<file path="config.mk">
export PLATFORM = sky130hd
export DESIGN_NAME = fsps_host
export DESIGN_NICKNAME = d
export VERILOG_FILES = /design/src/fsps_pkg.sv /design/src/fsps_host.sv
export SDC_FILE = /design/constraint.sdc
export NUM_CORES = 1
export LEC_CHECK = 0
export ABC_AREA = 1
export BUFFER_PORTS_ARGS = -buffer_cell sky130_fd_sc_hd__buf_2
export CORE_UTILIZATION = 51
export DETAILED_ROUTE_END_ITERATION = 6
export GPL_ROUTABILITY_DRIVEN = 1
export PLACE_DENSITY = 0.76
export SYNTH_ARGS = -nofsm -noshare
export SYNTH_HDL_FRONTEND = slang
export SYNTH_SLANG_ARGS = --single-unit
</file>
<file path="constraint.sdc">
create_clock -name CORE_CLK_I -period 1.66 [get_ports CORE_CLK_I]
set_clock_uncertainty 0.1 [all_clocks]
set_input_delay 0.166 -clock CORE_CLK_I [delete_from_list [all_inputs] [get_ports CORE_CLK_I]]
set_output_delay 0.166 -clock CORE_CLK_I [all_outputs]
set_load 0.01 [all_outputs]
</file>
<file path="src/fsps_pkg.sv">
// Constants, types and register map for the flash self-program host
package fsps_pkg;

  // Clock and programming time
  localparam int unsigned CLK_PERIOD_NS = 20;
  localparam int unsigned PROG_MAX_NS = 4_500_000;
  localparam int unsigned PROG_MAX_CYC = PROG_MAX_NS / CLK_PERIOD_NS;
  localparam logic [3:0] SETTLE_CYC = 4'h3;

  // AHB register offsets
  localparam logic [7:0] OFS_CMD = 8'h00;
  localparam logic [7:0] OFS_ADDR = 8'h04;
  localparam logic [7:0] OFS_DATA = 8'h08;
  localparam logic [7:0] OFS_STATUS = 8'h0C;

  // Command codes in the command register
  localparam logic [2:0] CMD_LOAD = 3'h1;
  localparam logic [2:0] CMD_ERASE = 3'h2;
  localparam logic [2:0] CMD_WRITE = 3'h3;
  localparam logic [2:0] CMD_LOCK = 3'h4;
  localparam logic [2:0] CMD_REEN = 3'h5;

  // Status register bit positions
  localparam int unsigned ST_BUSY = 0;
  localparam int unsigned ST_REFUSED = 1;
  localparam int unsigned ST_LOST = 2;
  localparam int unsigned ST_TIMEOUT = 3;
  localparam int unsigned ST_ERASED = 4;
  localparam int unsigned ST_EE = 5;
  localparam int unsigned ST_DEV_LSB = 8;

  // Device control register bits and patterns
  localparam int unsigned CTRL_EN_BIT = 0;
  localparam int unsigned CTRL_BUSY_BIT = 6;
  localparam logic [7:0] CTRL_LOAD = 8'h01;
  localparam logic [7:0] CTRL_ERASE = 8'h03;
  localparam logic [7:0] CTRL_WRITE = 8'h05;
  localparam logic [7:0] CTRL_LOCK = 8'h09;
  localparam logic [7:0] CTRL_REEN = 8'h11;

  // Address pointer layout
  localparam int unsigned WORD_LSB = 1;
  localparam int unsigned WORD_BITS = 6;
  localparam int unsigned PAGE_LSB = 7;
  localparam int unsigned PAGE_BITS = 9;
  localparam int unsigned WORDS_PER_PAGE = 64;
  localparam logic [15:0] LOCK_ADDR = 16'h0001;
  localparam logic [7:0] LOCK_KEEP = 8'hC0;

  // Pins driven toward the device
  typedef struct packed {
    logic ctrl_wr;
    logic [7:0] ctrl;
    logic store;
    logic [15:0] addr;
    logic [7:0] dlo;
    logic [7:0] dhi;
  } fsps_pins_t;

  typedef enum logic [2:0] {
    S_IDLE, S_EE_WAIT, S_CTRL, S_SETTLE, S_POLL
  } fsps_state_t;

endpackage

</file>
<file path="src/fsps_host.sv">
// Host sequencer driving a flash self-program port, AHB-Lite command slave
//
// Register access over AHB-Lite and the address map were decided locally.
module fsps_host
  import fsps_pkg::*;
#(
  parameter int unsigned PROG_TIMEOUT_CYC = PROG_MAX_CYC
) (
  input wire logic CORE_CLK_I,
  input wire logic SRST_I,
  input wire logic HSEL_I,
  input wire logic [31:0] HADDR_I,
  input wire logic [1:0] HTRANS_I,
  input wire logic HWRITE_I,
  input wire logic [2:0] HSIZE_I,
  input wire logic [31:0] HWDATA_I,
  input wire logic HREADY_I,
  output logic [31:0] HRDATA_O,
  output logic HREADYOUT_O,
  output logic HRESP_O,
  output logic DEV_CTRL_WR_O,
  output logic [7:0] DEV_CTRL_O,
  output logic DEV_STORE_O,
  output logic [15:0] DEV_ADDR_O,
  output logic [7:0] DEV_DATA_LOW_O,
  output logic [7:0] DEV_DATA_HIGH_O,
  input wire logic [7:0] DEV_STATUS_I,
  input wire logic DEV_EE_BUSY_I
);

  ////////////////////////////////////////////////////////////////////////////
  // Helpers

  function automatic logic [WORD_BITS-1:0] word_of(input logic [15:0] a);
    word_of = a[WORD_LSB +: WORD_BITS];
  endfunction

  function automatic logic [PAGE_BITS-1:0] page_of(input logic [15:0] a);
    page_of = a[PAGE_LSB +: PAGE_BITS];
  endfunction

  ////////////////////////////////////////////////////////////////////////////
  // Synchronisers for device inputs

  logic [7:0] st_s1_q, st_s2_q;
  logic ee_s1_q, ee_s2_q;

  // Two stages before any logic looks
  always_ff @(posedge CORE_CLK_I) begin
    if (SRST_I) begin
      st_s1_q <= 8'h00;
      st_s2_q <= 8'h00;
      ee_s1_q <= 1'b0;
      ee_s2_q <= 1'b0;
    end else begin
      st_s1_q <= DEV_STATUS_I;
      st_s2_q <= st_s1_q;
      ee_s1_q <= DEV_EE_BUSY_I;
      ee_s2_q <= ee_s1_q;
    end
  end

  ////////////////////////////////////////////////////////////////////////////
  // State

  fsps_state_t state_q, state_d;
  fsps_pins_t pins_q, pins_d;
  logic [2:0] op_q, op_d;
  logic reen_q, reen_d;
  logic [19:0] cnt_q, cnt_d;
  logic [WORDS_PER_PAGE-1:0] loaded_q, loaded_d;
  logic erased_q, erased_d;
  logic [PAGE_BITS-1:0] erased_pg_q, erased_pg_d;
  logic [15:0] addr_reg_q, addr_reg_d;
  logic [15:0] data_reg_q, data_reg_d;
  logic refused_q, refused_d;
  logic lost_q, lost_d;
  logic tmo_q, tmo_d;
  logic ph_wr_q, ph_wr_d;
  logic [7:0] ph_addr_q, ph_addr_d;
  logic [31:0] rdata_q, rdata_d;
  logic ap, cmd_go, bad;
  logic [2:0] cmd_code;
  logic [31:0] status;
  logic [7:0] pat;

  // Status word seen by software
  always_comb begin
    status = 32'h0000_0000;
    status[ST_BUSY] = (state_q != S_IDLE);
    status[ST_REFUSED] = refused_q;
    status[ST_LOST] = lost_q;
    status[ST_TIMEOUT] = tmo_q;
    status[ST_ERASED] = erased_q;
    status[ST_EE] = ee_s2_q;
    status[ST_DEV_LSB +: 8] = st_s2_q;
  end

  // Next-state logic for bus, registers and sequencer
  always_comb begin
    state_d = state_q;
    pins_d = pins_q;
    pins_d.ctrl_wr = 1'b0;
    pins_d.store = 1'b0;
    op_d = op_q;
    reen_d = reen_q;
    cnt_d = cnt_q;
    loaded_d = loaded_q;
    erased_d = erased_q;
    erased_pg_d = erased_pg_q;
    addr_reg_d = addr_reg_q;
    data_reg_d = data_reg_q;
    refused_d = refused_q;
    lost_d = lost_q;
    tmo_d = tmo_q;
    rdata_d = rdata_q;
    cmd_go = 1'b0;
    cmd_code = 3'h0;
    bad = 1'b0;
    pat = CTRL_LOAD;
    // Address phase capture
    ap = HSEL_I && HTRANS_I[1] && HREADY_I;
    ph_wr_d = ap && HWRITE_I;
    ph_addr_d = ap ? HADDR_I[7:0] : ph_addr_q;
    if (ap && !HWRITE_I) begin
      unique case (HADDR_I[7:0])
        OFS_ADDR: rdata_d = {16'h0000, addr_reg_q};
        OFS_DATA: rdata_d = {16'h0000, data_reg_q};
        OFS_STATUS: rdata_d = status;
        default: rdata_d = 32'h0000_0000;
      endcase
    end
    // Data phase writes; flag clears come before sets
    if (ph_wr_q) begin
      unique case (ph_addr_q)
        OFS_CMD: begin
          cmd_go = 1'b1;
          cmd_code = HWDATA_I[2:0];
        end
        OFS_ADDR: addr_reg_d = HWDATA_I[15:0];
        OFS_DATA: data_reg_d = HWDATA_I[15:0];
        OFS_STATUS: begin
          if (HWDATA_I[ST_REFUSED]) refused_d = 1'b0;
          if (HWDATA_I[ST_LOST]) lost_d = 1'b0;
          if (HWDATA_I[ST_TIMEOUT]) tmo_d = 1'b0;
        end
        default: ;
      endcase
    end
    // Control pattern for the pending operation
    if (reen_q) pat = CTRL_REEN;
    else if (op_q == CMD_ERASE) pat = CTRL_ERASE;
    else if (op_q == CMD_WRITE) pat = CTRL_WRITE;
    else if (op_q == CMD_LOCK) pat = CTRL_LOCK;
    else if (op_q == CMD_REEN) pat = CTRL_REEN;
    unique case (state_q)
      S_IDLE: begin
        if (cmd_go) begin
          if (cmd_code == CMD_WRITE) begin
            bad = !erased_q || (erased_pg_q != page_of(addr_reg_q));
          end
          // no second load of a word
          if (cmd_code == CMD_LOAD) begin
            bad = loaded_q[word_of(addr_reg_q)];
          end
          if (cmd_code == 3'h0 || cmd_code > CMD_REEN) bad = 1'b1;
          if (bad) begin
            refused_d = 1'b1;
          end else begin
            op_d = cmd_code;
            reen_d = 1'b0;
            state_d = S_EE_WAIT;
          end
        end
      end
      S_EE_WAIT: begin
        // wait EEPROM idle and prior op done
        if (!ee_s2_q && !st_s2_q[CTRL_EN_BIT]) begin
          pins_d.ctrl_wr = 1'b1;
          pins_d.ctrl = pat;
          pins_d.addr = addr_reg_q;
          pins_d.dlo = data_reg_q[7:0];
          pins_d.dhi = data_reg_q[15:8];
          if (!reen_q && (op_q == CMD_ERASE || op_q == CMD_WRITE)) begin
            pins_d.addr = {page_of(addr_reg_q), 7'h00};
          end
          if (!reen_q && op_q == CMD_LOCK) begin
            pins_d.addr = LOCK_ADDR;
            pins_d.dlo = data_reg_q[7:0] | LOCK_KEEP;
          end
          state_d = S_CTRL;
        end
      end
      S_CTRL: begin
        pins_d.store = 1'b1;
        cnt_d = 20'h0_0000;
        state_d = S_SETTLE;
      end
      S_SETTLE: begin
        cnt_d = cnt_q + 20'h0_0001;
        if (cnt_q[3:0] == SETTLE_CYC) begin
          cnt_d = 20'h0_0000;
          state_d = S_POLL;
        end
      end
      S_POLL: begin
        cnt_d = cnt_q + 20'h0_0001;
        // completion seen as enable bit clear
        if (!st_s2_q[CTRL_EN_BIT]) begin
          state_d = S_IDLE;
          if (reen_q || op_q == CMD_REEN) begin
            loaded_d = '0;
            if (st_s2_q[CTRL_BUSY_BIT]) begin
              reen_d = 1'b1;
              state_d = S_EE_WAIT;
            end
          end else begin
            unique case (op_q)
              CMD_LOAD: loaded_d[word_of(pins_q.addr)] = 1'b1;
              CMD_ERASE: begin
                erased_d = 1'b1;
                erased_pg_d = page_of(pins_q.addr);
              end
              CMD_WRITE: begin
                loaded_d = '0;
                erased_d = 1'b0;
              end
              default: ;
            endcase
            // re-enable region after erase or write
            if (op_q == CMD_ERASE || op_q == CMD_WRITE) begin
              reen_d = 1'b1;
              state_d = S_EE_WAIT;
            end
          end
        // give up past the longest programming time
        end else if (cnt_q == 20'(PROG_TIMEOUT_CYC - 1)) begin
          tmo_d = 1'b1;
          state_d = S_IDLE;
        end
      end
    endcase
    if (cmd_go && state_q != S_IDLE) refused_d = 1'b1;
    // EEPROM write discards the loaded words
    if (ee_s2_q && (|loaded_q)) begin
      loaded_d = '0;
      lost_d = 1'b1;
    end
  end

  // Register all state
  always_ff @(posedge CORE_CLK_I) begin
    if (SRST_I) begin
      state_q <= S_IDLE;
      pins_q <= '0;
      op_q <= 3'h0;
      reen_q <= 1'b0;
      cnt_q <= 20'h0_0000;
      loaded_q <= '0;
      erased_q <= 1'b0;
      erased_pg_q <= '0;
      addr_reg_q <= 16'h0000;
      data_reg_q <= 16'h0000;
      refused_q <= 1'b0;
      lost_q <= 1'b0;
      tmo_q <= 1'b0;
      ph_wr_q <= 1'b0;
      ph_addr_q <= 8'h00;
      rdata_q <= 32'h0000_0000;
    end else begin
      state_q <= state_d;
      pins_q <= pins_d;
      op_q <= op_d;
      reen_q <= reen_d;
      cnt_q <= cnt_d;
      loaded_q <= loaded_d;
      erased_q <= erased_d;
      erased_pg_q <= erased_pg_d;
      addr_reg_q <= addr_reg_d;
      data_reg_q <= data_reg_d;
      refused_q <= refused_d;
      lost_q <= lost_d;
      tmo_q <= tmo_d;
      ph_wr_q <= ph_wr_d;
      ph_addr_q <= ph_addr_d;
      rdata_q <= rdata_d;
    end
  end

  // Ports straight from flops; zero-wait OKAY slave
  assign HRDATA_O = rdata_q;
  assign HREADYOUT_O = 1'b1;
  assign HRESP_O = 1'b0;
  assign DEV_CTRL_WR_O = pins_q.ctrl_wr;
  assign DEV_CTRL_O = pins_q.ctrl;
  assign DEV_STORE_O = pins_q.store;
  assign DEV_ADDR_O = pins_q.addr;
  assign DEV_DATA_LOW_O = pins_q.dlo;
  assign DEV_DATA_HIGH_O = pins_q.dhi;
endmodule

</file>
==> run_results.csv <==
group,metric,value,unit
placement,gp_congestion,0.9243,
clock_tree,cts_buffer_depth,3,
clock_tree,cts_buffers,23,
floorplan,num_rows,49,
global_route,overflow,0,
critical_path,path_class,"reg -> reg",
floorplan,core_area,18020,um2
route,vias_per_cell,5.947,
layout,fin_nets,1709,
placement,place.port_buffers,93,
synthesis,yosysTopAreaCell,"dfxtp_1",
critical_path,critPathCaptureType,"flop",
synthesis,synth_cells,1295,
timing,fmax,463.2,MHz
synthesis,synth_edf_count,0,
timing,whs,-0.003180,ns
global_route,track_usage,31.11,%
global_route,use_met2,52.31,%
placement,dp_cells,1741,
timing,drv_slew,0,
run,max_cap_viol_count,0,
global_route,busiest_layer,"met2",
route,wire_per_inst,19.75,um
layout,utilization,78.61,%
timing,setup_viol,148,
synthesis,yosys_warnings,0,
synthesis,synth-seq-cells,218,
timing,hold_viol,1,
placement,postPlaceCellArea,11310,um2
timing,worst_slew_pin_slew,0.6606,ns
global_route,grt_max_degree,52,
synthesis,synth_area,9415,um2
timing,setup_ws,-0.4990,ns
layout,fin_area,14170,um2
critical_path,cp-start-kind,"flop",
floorplan,ios,159,
route,drt_iter0_drc,1491,
route,drcViolationCount,0,
clock_tree,cts_tree,"done",
synthesis,synthDominantCellAreaShare,46.35,%
timing,grt_setup_unrepaired,"yes",
synthesis,syn_area_per_cell,7.270,um2
synthesis,ys_top_cells_by_area,"dfxtp_1 46%, nand2_1 9.3%, a21oi_1 8.8%",
layout,drive_above_1_share,36.91,%
power,finalPower,14.97,mW
route,vias,11126,
clock_tree,clk_pin_slew,0.07,ns
critical_path,critPathMaxFanout,8,
global_route,grt_pass1_vias,9504,
route,antenna_left,0,
global_route,antenna_found_initial,0,
timing,relSlewSlack,55.96,%
power,p_leak,6.251,nW
clock_tree,cts-root-buf,"clkbuf_16",
synthesis,async_flop_share,0,%
layout,fillers,999,
placement,dp_slack,-0.2901,ns
synthesis,yosysSeqAreaShare,46.35,%
layout,n_antenna_cell,0,
route,postRouteWirelength,36950,um
timing,period_share,130.1,%
layout,finalNonFillerCells,1871,
outcome,violations,"negative hold slack, negative setup slack",
clock_tree,clock_latency,0.55,ns
global_route,grt_use_met1,39.04,%
synthesis,synthDistinctLibCells,41,
floorplan,start_util,52.24,%
global_route,grtUsageMet3,4.313,%
floorplan,die_height,137.9,um
critical_path,crit_required,2.00,ns
placement,dpl.hpwl,18700,um
critical_path,rrSetupSlack,-0.50,ns
clock_tree,htreeDepth,1,
timing,tns,-34.46,ns
power,p_per_area,1056,nW/um2
global_route,grt_first_pass_wirelength,46150,um
power,vdd_drop_max,1.193,mV
floorplan,die-area,19010,um2
floorplan,chipWidth,137.9,um
outcome,status,"finished, violations left",
critical_path,cp.arrival,2.50,ns
layout,syn2layout_area_growth,50.50,%
synthesis,ys.flop_type,"dfxtp_1",
worst_hold_path,hp-class,"in -> reg",
route,drtPass1Iterations,7,
timing,fin_crit,2.159,ns
clock_tree,clock_sinks,218,
[worst max-delay path, stage by stage (launching register included)]
cell	delay, ns
dfxtp_4	0.42
buf_12	0.14
clkbuf_16	0.19
nand2_4	0.06
nand3_2	0.10
nand3_2	0.07
nand3_2	0.08
nand2_1	0.11
nand2_1	0.11
nand3_2	0.09
nand2_2	0.09
nand2_2	0.07
nand2_2	0.08
nand2_4	0.09
a21oi_1	0.17
nor2_1	0.08
[flip-flops by register name, summed over array words and instances (netlist names), 9 cells and up]
name,flops
cnt_q,20
HRDATA_O,16
loaded_q,64
data_reg_q,16
addr_reg_q,16
erased_pg_q,9
DEV_ADDR_O,16
[Yosys cell counts (3+ instances only)]
cell        n
clkinv_1    3
a31oi_1     3
buf_4      27
nor2_1    174
buf_2       8
a21oi_1   166
nand4_1    11
nand3_1   102
or2_2       3
o211ai_1    7
nor2_2      4
inv_1     121
o21ai_1     3
o221ai_1    5
dfxtp_1   218
nand2_1   233
inv_2       7
nand3_4     4
buf_6       6
clkbuf_1   30
nor4_1     16
nor2_4      6
nand2_2     6
o21ai_0    83
nor3_2      4
xnor2_1     3
nor3_1     25
[where the power goes]
| group | switching [mW] | internal [mW] |
|---|---|---|
| clock network | 2.38 | 3.77 |
| registers | 0.222 | 5.49 |
| logic | 1.69 | 1.42 |
[routing by layer]
metal  share of wire, %  vias up
li1                   -     4881
met1                 35     5074
met2                 46      902
met3                 12      267
met4                6.7        2
met5              0.041        -
[cells by family after synthesis]
family                   after synthesis  synth area share, %
AO/OA/AOI/OAI                        274                15.26
XOR/XNOR                               5               0.4652
adder cells (fa/ha/maj)                1               0.1329
buffers and inverters                203                9.754
flip-flops                           218                46.35
other                                  2              0.07976
AND/OR/NAND/NOR                      592                27.96
[layout by cell type (no fill, tap or decap), drive strengths merged, types with 2 or more instances in the layout]
cell	n
inv	130
buf	311
or2	3
nand3	106
o211ai	7
o22ai	2
nor3	30
dfxtp	218
clkbuf	35
o21ai	86
clkinv	5
a21oi	167
clkinvlp	3
nor2	184
nand2	240
dlygate4sd3	40
xnor2	3
conb	21
xor2	2
nand4	11
o221ai	5
bufinv	7
a31oi	3
nor4	16
[final cells by class]
| cell class | count | area, um2 | area share (%) |
|---|---|---|---|
| inverters | 131 | 521.8 | 3.682 |
| repair buffers | 358 | 2999 | 21.17 |
| flip-flops and latches | 218 | 4394 | 31.01 |
| clock inverters | 14 | 275.3 | 1.943 |
| clock buffers | 28 | 614.3 | 4.336 |
| well taps | 229 | 286.5 | 2.022 |
| multi-input cells | 893 | 5079 | 35.84 |
[final timing paths]
check,endpoint,cells after the start,startpoint
hold reg to reg,st_s2_q[5],2,st_s1_q[5]
setup reg to reg,state_q[1],15,addr_reg_q[1]
setup / recovery,state_q[1],15,addr_reg_q[1]
hold / removal,ph_wr_q,4,HREADY_I
[what timing repair did]
action,CTS,global route
cloned,4,9
hold buffers,40,0
setup buffers,18,21
pin swaps,12,83
endpoints found under the hold margin,66,0
resized for setup,91,219
setup endpoints to repair,107,159
(Power assumes the default switching activity.)
